`src/shared/wss_pkg.sv`:
```
/*
 Package for the waveform steering and shutdown controller: register
 offsets, field positions, reset values, codes and timing.
 Assumes a 32-bit classic Wishbone bus with byte addressing.
*/
package wss_pkg;
    // Register byte offsets
    localparam logic [7:0] WSS_ADDR_CLK = 8'h00;
    localparam logic [7:0] WSS_ADDR_DAT = 8'h04;
    localparam logic [7:0] WSS_ADDR_STR = 8'h08;
    localparam logic [7:0] WSS_ADDR_SHD = 8'h0c;
    localparam logic [7:0] WSS_ADDR_CTL = 8'h10;
    localparam logic [7:0] WSS_ADDR_DBD = 8'h14;
    localparam logic [7:0] WSS_ADDR_STS = 8'h18;
    // Shutdown control field positions
    localparam int WSS_SHD_BIT = 7;
    localparam int WSS_REN_BIT = 6;
    localparam int WSS_BD_SHUTDOWN_LEVEL_LO = 4;
    localparam int WSS_AC_SHUTDOWN_LEVEL_LO = 2;
    // Control register field positions
    localparam int WSS_EN_BIT = 7;
    localparam int WSS_POL_LO = 3;
    localparam int WSS_MODE_LO = 0;
    // Reset values
    localparam logic [7:0] WSS_SHD_RST = 8'h14;
    localparam logic [7:0] WSS_ZERO8 = 8'h00;
    // Shutdown level codes
    localparam logic [1:0] WSS_LVL_INACT = 2'h0;
    localparam logic [1:0] WSS_LVL_TRI = 2'h1;
    localparam logic [1:0] WSS_LVL_LOW = 2'h2;
    localparam logic [1:0] WSS_LVL_HIGH = 2'h3;
    // Output modes
    localparam logic [2:0] WSS_MODE_ASYNC = 3'h0;
    localparam logic [2:0] WSS_MODE_SYNC = 3'h1;
    // Input select codes at or above this are reserved
    localparam logic [3:0] WSS_SRC_COUNT = 4'he;
    localparam int WSS_NSRC = 14;
    // Default dead-band interval in generator clocks
    localparam logic [5:0] WSS_DBD_RST = 6'h04;
    // Output state machine
    typedef enum logic [1:0] {WSS_RUN, WSS_DEAD, WSS_HOLD, WSS_WAIT_EDGE} wss_state_t;
endpackage : wss_pkg

```
`src/core/wss_clk_pick.sv`:
```
/*
 Generator clock tick selection. Both oscillator tick strobes are
 assumed synchronous to clk_i; the chosen one times the dead band.
*/
module wss_clk_pick
    import wss_pkg::*;
(
    input wire logic clk_i,
    input wire logic rst_i,
    input wire logic sel_i,
    input wire logic sys_tick_i,
    input wire logic fast_tick_i,
    output logic tick_o
);
    wire chosen = sel_i ? fast_tick_i : sys_tick_i;

    // Registered so the tick is glitch free when the select changes
    always_ff @(posedge clk_i)
    begin
        if (rst_i)
            tick_o <= 1'b0;
        else
            tick_o <= chosen;
    end

    // The first edge after reset sees a tick sampled during reset, so skip it
    AST_CLK_SEL: assert property (@(posedge clk_i) disable iff (rst_i)
        !$past(rst_i) |-> tick_o == $past(sel_i ? fast_tick_i : sys_tick_i))
        else $error("generator tick does not follow clock select");
endmodule : wss_clk_pick

```
`src/core/wss_ctrl.sv`:
```
/*
 Waveform steering and shutdown controller: registers on classic
 Wishbone, source and clock selection, steering with override, and
 auto-shutdown with restart. Sources, shutdown inputs and ticks are
 synchronous to clk_i. Dead-band counters proper are outside; here
 only the interval before the inactive level is timed.
*/
// Our own choices: register access over Wishbone and the register offsets.
// Overview of operation
// Clock select 0 system, 1 fast oscillator
// Four-bit code picks data source; 1110-1111 reserved
// Steer enable 1: output carries polarized data
// Steer enable 0: output takes override bit
// Steering reg: overrides 7-4, enables 3-0
// Steering applies only in modes 00x
// Mode 001 double-buffers steer enables
// Shutdown status shows active shutdown state
// Restart enable allows automatic shutdown recovery
// B/D shutdown level from two-bit code
// A/C shutdown level from two-bit code
// Code 00 inactive level after dead band
// Software may set shutdown before enabling
// Resume only at next data rising edge
// Unimplemented register bits read zero
// Interrupt flag set on every shutdown event
// Software clear ignored while condition present
// Auto-restart clears status when conditions gone
// Mode 001 synchronous, 000 asynchronous steering
// Shutdown levels hit all outputs together
module wss_ctrl
    import wss_pkg::*;
#(
    parameter int NSRC = WSS_NSRC,
    parameter int NSHD = 5
)
(
    input wire logic clk_i,
    input wire logic rst_i,
    input wire logic [7:0] adr_i,
    input wire logic [31:0] dat_i,
    output logic [31:0] dat_o,
    input wire logic we_i,
    input wire logic [3:0] sel_i,
    input wire logic cyc_i,
    input wire logic stb_i,
    output logic ack_o,
    output logic err_o,
    input wire logic [NSRC-1:0] src_i,
    input wire logic [NSHD-1:0] shd_src_i,
    input wire logic sys_tick_i,
    input wire logic fast_tick_i,
    output logic [3:0] out_o,
    output logic [3:0] out_oe_o,
    output logic irq_flag_o
);
    import wss_pkg::*;

    logic clk_sel;
    logic [3:0] src_sel;
    logic [7:0] steer;
    logic [3:0] steer_live;
    logic shd_stat;
    logic ren;
    logic [1:0] bd_shutdown_level;
    logic [1:0] ac_shutdown_level;
    logic en;
    logic [3:0] pol;
    logic [2:0] mode;
    logic [NSHD-1:0] shd_en;
    logic [5:0] dbd;
    logic [5:0] dbd_cnt;
    logic data;
    logic data_rise;
    logic tick;
    wss_state_t state;
    wss_state_t next_state;

    wss_clk_pick u_clk (
        .clk_i(clk_i),
        .rst_i(rst_i),
        .sel_i(clk_sel),
        .sys_tick_i(sys_tick_i),
        .fast_tick_i(fast_tick_i),
        .tick_o(tick)
    );

    wss_src_mux #(.NSRC(NSRC)) u_src (
        .clk_i(clk_i),
        .rst_i(rst_i),
        .sel_i(src_sel),
        .src_i(src_i),
        .data_o(data),
        .rise_o(data_rise)
    );

    // Bus decode; any access word-selected, byte lane 0 carries data, except the shutdown enables, which come from lane 1
    wire req = cyc_i & stb_i & ~ack_o & ~err_o;
    wire hit_clk = adr_i == WSS_ADDR_CLK;
    wire hit_dat = adr_i == WSS_ADDR_DAT;
    wire hit_str = adr_i == WSS_ADDR_STR;
    wire hit_shd = adr_i == WSS_ADDR_SHD;
    wire hit_ctl = adr_i == WSS_ADDR_CTL;
    wire hit_dbd = adr_i == WSS_ADDR_DBD;
    wire hit_sts = adr_i == WSS_ADDR_STS;
    wire mapped = hit_clk | hit_dat | hit_str | hit_shd | hit_ctl | hit_dbd | hit_sts;
    wire wr0 = req & we_i & sel_i[0];
    wire [7:0] wd = dat_i[7:0];

    // Shutdown condition from enabled sources
    wire shd_cond = |(shd_src_i & shd_en);
    wire sw_set = wr0 & hit_shd & wd[WSS_SHD_BIT];
    wire sw_clr = wr0 & hit_shd & ~wd[WSS_SHD_BIT] & ~shd_cond;
    wire auto_clr = ren & ~shd_cond;
    wire shd_event = (shd_cond | sw_set) & ~shd_stat;
    wire steer_mode = mode[2:1] == 2'b00;
    wire sync_mode = mode == WSS_MODE_SYNC;

    // Read mux; unimplemented bits are zero-filled
    wire [7:0] rd_shd = {shd_stat, ren, bd_shutdown_level, ac_shutdown_level, 2'b00};
    wire [7:0] rd_ctl = {en, pol, mode};
    wire [7:0] rd_sts = {data, 2'b00, shd_cond, 1'b0, 1'b0, state};
    wire [7:0] rd =
        hit_clk ? {7'h00, clk_sel} :
        hit_dat ? {4'h0, src_sel} :
        hit_str ? steer :
        hit_shd ? rd_shd :
        hit_ctl ? rd_ctl :
        hit_dbd ? {2'b00, dbd} :
        hit_sts ? rd_sts : 8'h00;

    // Bus answer: one cycle after the request, dropped the next cycle
    always_ff @(posedge clk_i)
    begin
        if (rst_i)
        begin
            ack_o <= 1'b0;
            err_o <= 1'b0;
            dat_o <= 32'h0000_0000;
        end
        else
        begin
            ack_o <= req & mapped;
            err_o <= req & ~mapped;
            dat_o <= {24'h00_0000, rd};
        end
    end

    // Configuration registers
    always_ff @(posedge clk_i)
    begin
        if (rst_i)
        begin
            clk_sel <= 1'b0;
            src_sel <= 4'h0;
            steer <= WSS_ZERO8;
            ren <= WSS_SHD_RST[WSS_REN_BIT];
            bd_shutdown_level <= WSS_SHD_RST[WSS_BD_SHUTDOWN_LEVEL_LO +: 2];
            ac_shutdown_level <= WSS_SHD_RST[WSS_AC_SHUTDOWN_LEVEL_LO +: 2];
            en <= 1'b0;
            pol <= 4'h0;
            mode <= WSS_MODE_ASYNC;
            shd_en <= '0;
            dbd <= WSS_DBD_RST;
        end
        else
        begin
            if (wr0 & hit_clk)
                clk_sel <= wd[0];
            if (wr0 & hit_dat)
                src_sel <= wd[3:0];
            if (wr0 & hit_str)
                steer <= wd;
            if (wr0 & hit_shd)
            begin
                ren <= wd[WSS_REN_BIT];
                bd_shutdown_level <= wd[WSS_BD_SHUTDOWN_LEVEL_LO +: 2];
                ac_shutdown_level <= wd[WSS_AC_SHUTDOWN_LEVEL_LO +: 2];
            end
            if (wr0 & hit_ctl)
            begin
                en <= wd[WSS_EN_BIT];
                pol <= wd[WSS_POL_LO +: 4];
                mode <= wd[WSS_MODE_LO +: 3];
            end
            if (wr0 & hit_dbd)
            begin
                dbd <= wd[5:0];
                shd_en <= dat_i[8 +: NSHD];
            end
        end
    end

    // Shutdown status: setting wins over any clear in the same cycle
    always_ff @(posedge clk_i)
    begin
        if (rst_i)
            shd_stat <= WSS_SHD_RST[WSS_SHD_BIT];
        else if (shd_cond | sw_set)
            shd_stat <= 1'b1;
        else if (sw_clr | auto_clr)
            shd_stat <= 1'b0;
    end

    // Interrupt flag, sticky, cleared by writing 1 to status bit 7
    always_ff @(posedge clk_i)
    begin
        if (rst_i)
            irq_flag_o <= 1'b0;
        else if (shd_event)
            irq_flag_o <= 1'b1;
        else if (wr0 & hit_sts & wd[7])
            irq_flag_o <= 1'b0;
    end

    // Live enables: immediate in async mode, at data rising edge in sync
    always_ff @(posedge clk_i)
    begin
        if (rst_i)
            steer_live <= 4'h0;
        else if (!sync_mode || data_rise)
            steer_live <= steer[3:0];
    end

    // Output state: run, dead-band wait, hold, wait for data edge
    always_comb
    begin
        next_state = state;
        case (state)
            WSS_RUN:
                if (shd_stat | shd_cond)
                    next_state = WSS_DEAD;
            WSS_DEAD:
                if (dbd_cnt == 6'h00)
                    next_state = WSS_HOLD;
            WSS_HOLD:
                if (!shd_stat)
                    next_state = WSS_WAIT_EDGE;
            WSS_WAIT_EDGE:
                if (shd_stat)
                    next_state = WSS_HOLD;
                else if (data_rise)
                    next_state = WSS_RUN;
            default:
                next_state = WSS_HOLD;
        endcase
    end

    // State and dead-band count, counted in generator clock ticks
    always_ff @(posedge clk_i)
    begin
        if (rst_i)
        begin
            state <= WSS_DEAD;
            dbd_cnt <= 6'h00;
        end
        else
        begin
            state <= next_state;
            if (state != WSS_DEAD)
                dbd_cnt <= dbd;
            else if (tick && dbd_cnt != 6'h00)
                dbd_cnt <= dbd_cnt - 6'h01;
        end
    end

    // Per-output value: steering or override, then shutdown level
    logic [3:0] next_out;
    logic [3:0] next_oe;
    genvar g;
    generate
        for (g = 0; g < 4; g++)
        begin : g_out
            wire [1:0] lvl = (g == 1 || g == 3) ? bd_shutdown_level : ac_shutdown_level;
            wire polar = data ^ pol[g];
            wire steered = steer_live[g] ? polar : steer[4 + g];
            wire run_val = steer_mode ? steered : polar;
            wire in_shd = state != WSS_RUN;
            wire inact = (state == WSS_DEAD) ? run_val : pol[g];
            assign next_out[g] = !in_shd ? run_val :
                lvl == WSS_LVL_HIGH ? 1'b1 :
                lvl == WSS_LVL_LOW ? 1'b0 :
                lvl == WSS_LVL_INACT ? inact : 1'b0;
            // Shutdown levels drive even while disabled, so pins can be parked first
            assign next_oe[g] = in_shd ? (lvl != WSS_LVL_TRI) : en;
        end
    endgenerate

    // Registered pins so the power stage sees no decode glitches
    always_ff @(posedge clk_i)
    begin
        if (rst_i)
        begin
            out_o <= 4'h0;
            out_oe_o <= 4'h0;
        end
        else
        begin
            out_o <= next_out;
            out_oe_o <= next_oe;
        end
    end

    AST_SW_CLR_BLOCK: assert property (@(posedge clk_i) disable iff (rst_i)
        shd_cond |=> shd_stat)
        else $error("status cleared while shutdown condition present");
    AST_AUTO_RESTART: assert property (@(posedge clk_i) disable iff (rst_i)
        shd_stat && ren && !shd_cond && !sw_set |=> !shd_stat)
        else $error("auto-restart did not clear status");
    AST_IRQ_SET: assert property (@(posedge clk_i) disable iff (rst_i)
        shd_event |=> irq_flag_o)
        else $error("shutdown event did not set interrupt flag");
    AST_RESUME_EDGE: assert property (@(posedge clk_i) disable iff (rst_i)
        state == WSS_WAIT_EDGE && !data_rise |=> state != WSS_RUN)
        else $error("outputs resumed without data rising edge");
    AST_HIGH_LVL: assert property (@(posedge clk_i) disable iff (rst_i)
        state == WSS_HOLD && ac_shutdown_level == WSS_LVL_HIGH |=> out_o[0] && out_o[2])
        else $error("A/C not driven high in shutdown");
    AST_BD_LOW: assert property (@(posedge clk_i) disable iff (rst_i)
        state == WSS_HOLD && bd_shutdown_level == WSS_LVL_LOW |=> !out_o[1] && !out_o[3])
        else $error("B/D not driven low in shutdown");
    AST_OVERRIDE: assert property (@(posedge clk_i) disable iff (rst_i)
        state == WSS_RUN && steer_mode && !steer_live[0] |=> out_o[0] == $past(steer[4]))
        else $error("output A does not follow override");
    AST_STEER: assert property (@(posedge clk_i) disable iff (rst_i)
        state == WSS_RUN && steer_mode && steer_live[2] |=> out_o[2] == $past(data ^ pol[2]))
        else $error("output C does not carry polarized data");
    AST_SYNC_BUF: assert property (@(posedge clk_i) disable iff (rst_i)
        sync_mode && !data_rise |=> steer_live == $past(steer_live))
        else $error("sync enables changed without data edge");
    AST_ACK_ONE: assert property (@(posedge clk_i) disable iff (rst_i)
        ack_o |=> !ack_o)
        else $error("ack held longer than one cycle");

    COV_SHUTDOWN: cover property (@(posedge clk_i) disable iff (rst_i) shd_event);
    COV_RESUME: cover property (@(posedge clk_i) disable iff (rst_i)
        state == WSS_WAIT_EDGE ##1 state == WSS_RUN);
    COV_TRI: cover property (@(posedge clk_i) disable iff (rst_i) out_oe_o != 4'hf && en);
    COV_SYNC_LOAD: cover property (@(posedge clk_i) disable iff (rst_i) sync_mode && data_rise);
endmodule : wss_ctrl

```
`src/core/wss_src_mux.sv`:
```
/*
 Data input source multiplexer with a registered rising edge detect.
 Sources are synchronous to clk_i; reserved codes give a low input.
*/
module wss_src_mux
    import wss_pkg::*;
#(
    parameter int NSRC = WSS_NSRC
)
(
    input wire logic clk_i,
    input wire logic rst_i,
    input wire logic [3:0] sel_i,
    input wire logic [NSRC-1:0] src_i,
    output logic data_o,
    output logic rise_o
);
    wire valid_sel = sel_i < WSS_SRC_COUNT;
    wire picked = valid_sel ? src_i[sel_i] : 1'b0;

    // Data register and edge detect share one flop stage
    always_ff @(posedge clk_i)
    begin
        if (rst_i)
        begin
            data_o <= 1'b0;
            rise_o <= 1'b0;
        end
        else
        begin
            data_o <= picked;
            rise_o <= picked & ~data_o;
        end
    end

    AST_SRC_RSVD: assert property (@(posedge clk_i) disable iff (rst_i)
        $past(sel_i) >= WSS_SRC_COUNT |-> !data_o)
        else $error("reserved input code passed data");
endmodule : wss_src_mux

```
`config.mk`:
```
export PLATFORM = sky130hd
export DESIGN_NAME = wss_ctrl
export DESIGN_NICKNAME = d
export VERILOG_FILES = /design/src/shared/wss_pkg.sv /design/src/core/wss_clk_pick.sv /design/src/core/wss_ctrl.sv /design/src/core/wss_src_mux.sv
export SDC_FILE = /design/constraint.sdc
export NUM_CORES = 1
export LEC_CHECK = 0
export ABC_CLOCK_PERIOD_IN_PS = 2900
export BUFFER_PORTS_ARGS = -buffer_cell sky130_fd_sc_hd__buf_4
export CAP_MARGIN = 10
export CORE_ASPECT_RATIO = 0.5
export CORE_MARGIN = 5
export CORE_UTILIZATION = 35
export CTS_CLUSTER_SIZE = 40
export DETAILED_ROUTE_END_ITERATION = 6
export SYNTH_ARGS = -nofsm -noshare
export SYNTH_HDL_FRONTEND = slang
export SYNTH_SLANG_ARGS = --single-unit
```
`constraint.sdc`:
```
create_clock -name clk_i -period 2.9 [get_ports clk_i]
set_clock_uncertainty 0.2 [all_clocks]
set_input_delay 0.29 -clock clk_i [delete_from_list [all_inputs] [get_ports clk_i]]
set_output_delay 0.29 -clock clk_i [all_outputs]
set_load 0.02 [all_outputs]
```
==> results of run 1 <==
[per-layer routing]
metal	track usage, %	wire, um	up-vias
li1	-	-	1587
met1	22.2	4850	1495
met2	24.0	4370	113
met3	3.89	823	13
met4	4.53	142	0
met5	0	0	-
[cell usage after synthesis (8+ instances only)]
master	n	share of area (%)
dfxtp_1	70	38
a21oi_1	17	2.3
nand2b_1	12	2.0
a211oi_1	8	1.6
inv_1	16	1.6
o21ai_0	20	2.7
nand3_1	16	2.2
buf_4	26	5.3
mux2i_1	34	9.2
clkbuf_1	23	2.3
nor2_1	49	4.9
nand2_1	12	1.2
[cell type report]
type / count / area share [%]
clock inverters: 4 / 0.498
multi-input cells: 305 / 45.0
clock buffers: 11 / 5.58
flip-flops and latches: 70 / 31.0
inverters: 16 / 1.33
repair buffers: 76 / 12.8
well taps: 140 / 3.87
[stage by stage]
step | std cells | instance area, um^2
2_1_floorplan | 444 | 3800
3_3_place_gp | 604 | 4220
3_5_place_dp | 604 | 4220
4_1_cts | 622 | 4530
5_1_grt | 622 | 4530
6_report | 622 | 4530
[flip-flops by register name (all words and copies together) (netlist names), 2 cells and up]
signal             count
ac_shutdown_level      2
bd_shutdown_level      2
dat_o                  8
dbd                    6
dbd_cnt                6
mode                   3
out_o                  4
out_oe_o               2
pol                    4
shd_en                 5
src_sel                4
state                  2
steer                  8
steer_live             4
[final timing paths]
| check | cells past startpoint | from | slack, ps | end |
|---|---|---|---|---|
| max | 6 | adr_i[4] | 320 | dbd[4] |
| min | 3 | dat_i[6] | 20 | ren |
| max reg2reg | 4 | err_o | 760 | dbd[4] |
| min reg2reg | 2 | shd_en[3] | 280 | shd_en[3] |
[tightest hold or removal path: cells and delay by family]
kind | cells | cell delay, ps
buffers and inverters | 1 | 90
AND/OR/NAND/NOR | 1 | 80
multiplexers | 1 | 60
[power groups by stage]
stage / combinational (mW) / sequential (mW) / clock (mW)
3_3_place_gp: 0.467 / 1.11 / 0
3_5_place_dp: 0.471 / 1.11 / 0
6_report: 0.477 / 1.09 / 1.02
2_1_floorplan: 0.361 / 1.08 / 0
5_1_grt: 0.528 / 1.10 / 1.08
4_1_cts: 0.477 / 1.09 / 1.04
[kinds of logic (layout without fill, tap and decap cells)]
family,Yosys count,in the layout,synth area share [%]
compound gates,89,89,16.5
xor+xnor,5,5,1.18
fa+ha+maj,2,2,0.673
buf+inv,69,107,10.0
flops,70,70,37.7
mux,43,43,12.8
other cells,1,24,0.101
simple gates,142,142,21.1
[timing repair]
action | 4_1_cts | 5_1_grt
hold buffers | 3 | 0
setup endpoints to repair | 0 | 0
hold endpoints to repair | 2 | 0
==> results.md, run 1 <==
Synthesis
* 0 — count of flip-flops with a built-in enable after synthesis
* 421 — number of standard cells after synthesis
* 0 — number of synthesis warnings
* 62 — post-synth cell types
* 37.7% — register area share after synthesis
* 0% — asr flop ratio synth
* 8.83 um^2 — Avg Cell Area, Syn
* 3720 um^2 — area of the mapped netlist
* dfxtp_1 — Main synth FF type
* 70 — Synth Register Bits

Finish
* 73 x buf_4, 70 x dfxtp_1, 49 x nor2_1, 34 x mux2i_1, 24 x conb_1 — most frequent cells in the layout
* 2040 um^2 — total area of multi-input combinational cells
* 550 — number of nets in the finished design
* 0 — ANT cells
* 1037 — fill cell total of the finished layout
* 21.8% — growth of design area from synthesis to finish
* 1400 um^2 — sequential cell area
* buf_4 — leading cell type in the layout, fill and taps excluded
* 23.2% — fraction of layout cells with a size suffix above 1
* 44.0% — post-layout utilization of the core

STA
* 0 ps — setup tns final
* 321 ps — final worst-path setup slack
* 2580 ps — final worst path period need
* no — RSZ-0062 raised after global routing
* 88.9% — final cycle utilization of the critical path
* 0 — number of slew-limit violations in the final report
* 388 MHz — Max Fclk
* 0 — Final Hold Viols
* 46.3% — Max-Slew Margin vs Limit
* 20.4 ps — worst slack on hold paths
* 0 — Final setup violation count
* 804 ps — Worst Tran Pin Value

Floorplanning
* 26 — num rows
* 156 um — DIE WIDTH
* 12900 um^2 — Die Outline Area
* 36.2% — starting density of the core
* 113 — Top-Level Pins
* 10300 um^2 — core region area
* 82.9 um — die outline height

Clocking
* 0 — post-cts sizing count
* done — clock tree from TritonCTS
* 70 — Clock Sinks
* 2 — buffers from clock root to sink, at most
* 9 — CTS Buf Count
* clkbuf_16 — clock root buffer
* 3 — H-tree levels
* 0 — Post-CTS Setup Inserts
* 50 ps — Clock transition at path regs
* 330 ps — Worst-Skew Late Latency

Drt
* 10.2 mm — final wirelength
* 4 — DR pass1 iterations
* 5.16 — post-DR vias/cell
* 16.4 um — Avg WL per Cell
* 3208 — via count
* 0 — number of nets with antenna violations after detailed routing
* 263 — DRT iter0 DRCs
* 0 — Remaining DRCs

Setup path
* simple AND/OR/NAND/NOR gates — gate family responsible for the most delay along the worst path
* 650 ps — max incr delay on CP
* dlygate4sd3_1, buf_4, or4b_1, or4_1, o21ai_0, a21oi_1 — cell-by-cell trace of the critical path
* 2560 ps — arrival time worst endpoint
* 11 — highest net fanout along the worst path
* or4_1 — Slowest cell on crit path
* 2880 ps — data required time at the worst endpoint
* input port — crit path launch type
* flop — endpoint kind of the worst setup timing path
* input port to flop — startpoint-to-endpoint class of the critical path
* 2 — sum of buffers and inverters on the critical path

Global route
* 3111 — number of global-route vias before repair
* 0 — antenna violations before repair
* 0 — GRT overflow
* 16.3 mm — wire length of the first global-routing pass
* 15.8% — overall track demand over capacity in global routing
* 76 — maximum number of pins on one net before global-route repair

Power and ir drop
* 42.1% — share of power burned in registers
* 39.5% — clock network fraction of design power
* 18.4% — Combinational Power Share
* 572 nW/um^2 — total power divided by cell area
* 1.84 mW — Pint
* 0.000218 V — highest ir drop seen on vdd
* 2.59 mW — overall power
* 29.1% — Net Sw Frac
* 1.77 nW — leakage power figure
* 754 uW — net switching power

Status
* finished, final reports clean — outcome

Worst hold path
* input port to flop — Hold Crit Class

Place
* 66 — total of buffers placed on input and output ports
* 0.864 — final estimated routing congestion in global placement
* 452 ps — pre-CTS WS
* 7.38 mm — DPL Wire Length

Job
* 0 — max cap viols

Note: power is estimated with default switching activity, not from simulation.
==> inputs of run 2 (changes only) <==
Settings changed: CAP_MARGIN 10 to default, SETUP_SLACK_MARGIN from default to 0.5.
==> results.md, run 2 (synthesized netlist as in run 1, its figures left out) <==
Worst hold path
* input port to flop — Hold Crit Class, unchanged
* 3 — Worst Hold Path Cells, unchanged
* shd_en[4] — worst-case hold path end point, was ren
* dat_i[12] — start point of the worst hold path, was dat_i[6]

Floorplanning
* 82.9 um — die outline height, unchanged
* 26 — num rows, unchanged
* 113 — Top-Level Pins, unchanged
* 156 um — DIE WIDTH, unchanged
* 10300 um^2 — core region area, unchanged
* 36.2% — starting density of the core, unchanged
* 12900 um^2 — Die Outline Area, unchanged

Finish
* 550 — number of nets in the finished design, unchanged
* 21.8% — growth of design area from synthesis to finish, unchanged
* 4530 um^2 — post-route cell area, unchanged
* 622 — Finished Layout Cells, unchanged
* 2040 um^2 — total area of multi-input combinational cells, unchanged
* 23.2% — fraction of layout cells with a size suffix above 1, unchanged
* 1400 um^2 — sequential cell area, unchanged
* dat_o: 8 flops, steer: 8 flops — largest registers, unchanged
* 0 — ANT cells, unchanged
* buf_4 — leading cell type in the layout, fill and taps excluded, unchanged
* 73 x buf_4, 70 x dfxtp_1, 49 x nor2_1, 34 x mux2i_1, 24 x conb_1 — most frequent cells in the layout, unchanged
* 1039 — fill cell total of the finished layout, was 1037

Drt
* 0 — Remaining DRCs, unchanged
* 5.17 — post-DR vias/cell, was 5.16
* 10.2 mm — final wirelength, about the same
* 3218 — via count, was 3208
* 4 — DR pass1 iterations, unchanged
* 16.4 um — Avg WL per Cell, about the same
* 0 — number of nets with antenna violations after detailed routing, unchanged
* 236 — DRT iter0 DRCs, was 263

Setup path
* dbd[3] — destination of the worst register-to-register timing path, was dbd[4]
* flop — crit path launch type, was input port
* 4 — cell count of the worst reg-to-reg path, unchanged
* 11 — highest net fanout along the worst path, unchanged
* flop to flop — startpoint-to-endpoint class of the critical path, was input port to flop
* flop — endpoint kind of the worst setup timing path, unchanged
* 760 ps — internal reg-to-reg setup slack, about the same
* err_o — origin of the critical flop-to-flop path, unchanged
* 2130 ps — arrival time worst endpoint, was 2560 ps
* 2880 ps — data required time at the worst endpoint, about the same

Place
* 604 — post-placement cell count, unchanged
* 452 ps — pre-CTS WS, unchanged
* 4220 um^2 — placed inst area, unchanged
* 66 — total of buffers placed on input and output ports, unchanged
* 7.38 mm — DPL Wire Length, unchanged
* 0.864 — final estimated routing congestion in global placement, unchanged

STA
* 801 ps — Worst Tran Pin Value, was 804 ps
* 0 — Final Hold Viols, unchanged
* 2140 ps — final worst path period need, was 2580 ps
* 757 ps — final worst-path setup slack, was 321 ps
* 0 — Final setup violation count, unchanged
* no — RSZ-0062 raised after global routing, unchanged
* 46.5% — Max-Slew Margin vs Limit, was 46.3%
* 0 — number of slew-limit violations in the final report, unchanged
* 0 ps — setup tns final, unchanged
* 20.5 ps — worst slack on hold paths, was 20.4 ps
* 73.9% — final cycle utilization of the critical path, was 88.9%
* 467 MHz — Max Fclk, was 388 MHz

Power and ir drop
* 756 uW — net switching power, was 754 uW
* 18.5% — Combinational Power Share, was 18.4%
* 39.5% — clock network fraction of design power, about the same
* 1.84 mW — Pint, about the same
* 1.77 nW — leakage power figure, unchanged
* 42.0% — share of power burned in registers, was 42.1%
* 29.2% — Net Sw Frac, was 29.1%
* 0.000220 V — highest ir drop seen on vdd, was 0.000218 V
* 572 nW/um^2 — total power divided by cell area, about the same

Clocking
* 330 ps — Worst-Skew Late Latency, about the same
* done — clock tree from TritonCTS, unchanged
* 60 ps — Clock transition at path regs, was 50 ps
* 2 — buffers from clock root to sink, at most, unchanged
* 70 — Clock Sinks, unchanged
* 9 — CTS Buf Count, unchanged
* clkbuf_16 — clock root buffer, unchanged
* 3 — H-tree levels, unchanged

Global route
* 16.3 mm — wire length of the first global-routing pass, about the same
* 15.8% — overall track demand over capacity in global routing, about the same
* 76 — maximum number of pins on one net before global-route repair, unchanged
* 3109 — number of global-route vias before repair, was 3111
* 0 — GRT overflow, unchanged
* 0 — antenna violations before repair, unchanged

Status
* finished, final reports clean — outcome, unchanged

Job
* 0 — max cap viols, unchanged

[run 2: cell counts in the layout (fill, tap and decap cells not counted)]
No cell type changed its count.
[run 2: layout make-up]
| class | count | area share, % |
|---|---|---|
| sequential | 70 | 31.0 |
| timing repair buffer | 76 | 12.8 |
| inverter | 16 | 1.33 |
| clock buffer | 11 | 5.58 |
| tap | 140 | 3.87 |
| multi-input combinational | 305 | 45.0 |
| clock inverter | 4 | 0.498 |
[run 2: power groups by stage]
| stage | sequential, mW | clock, mW | combinational (mW) |
|---|---|---|---|
| finish | 1.09 | 1.02 | 0.478 |
| global route | 1.10 | 1.08 | 0.528 |
| CTS | 1.09 | 1.04 | 0.477 |
| detailed placement | 1.11 | 0 | 0.471 |
| global placement | 1.11 | 0 | 0.467 |
| floorplan | 1.08 | 0 | 0.361 |
[run 2: repair_timing]
action                     in CTS  in global routing
gates resized for setup         0                  0
setup buffers                   0                  0
hold buffers                    3                  0
hold endpoints to repair        2                  0
setup endpoints to repair       0                  0
[run 2: through the flow]
stage / util [%] / total power [mW]
finish: 44.0 / 2.59
global route: 44.0 / 2.71
CTS: 44.0 / 2.61
detailed placement: 41.1 / 1.58
global placement: 41.1 / 1.57
floorplan: - / 1.45
[run 2: how the worst max path moves through the flow]
stage / startpoint / to / slack (ps) / cells past startpoint
finish: err_o / dbd[3] / 760 / 4
global route: err_o / shd_en[2] / 620 / 4
CTS: err_o / dbd[3] / 770 / 4
detailed placement: adr_i[5] / dbd[3] / 450 / 5
global placement: adr_i[5] / shd_en[0] / 500 / 5
floorplan: adr_i[5] / irq_flag_o / 700 / 6
[run 2: worst max-delay path, cell delays in order (launching register included)]
cell and delay [ps]:
dfxtp_1 310, nand4bb_1 360, or4_1 800, o21ai_0 240
a21oi_1 90
[run 2: metal layers]
layer,up-vias,wire length [um],track usage [%]
li1,1583,-,-
met1,1519,4980,22.3
met2,105,4410,23.9
met3,11,666,3.89
met4,0,120,4.53
met5,-,0,0
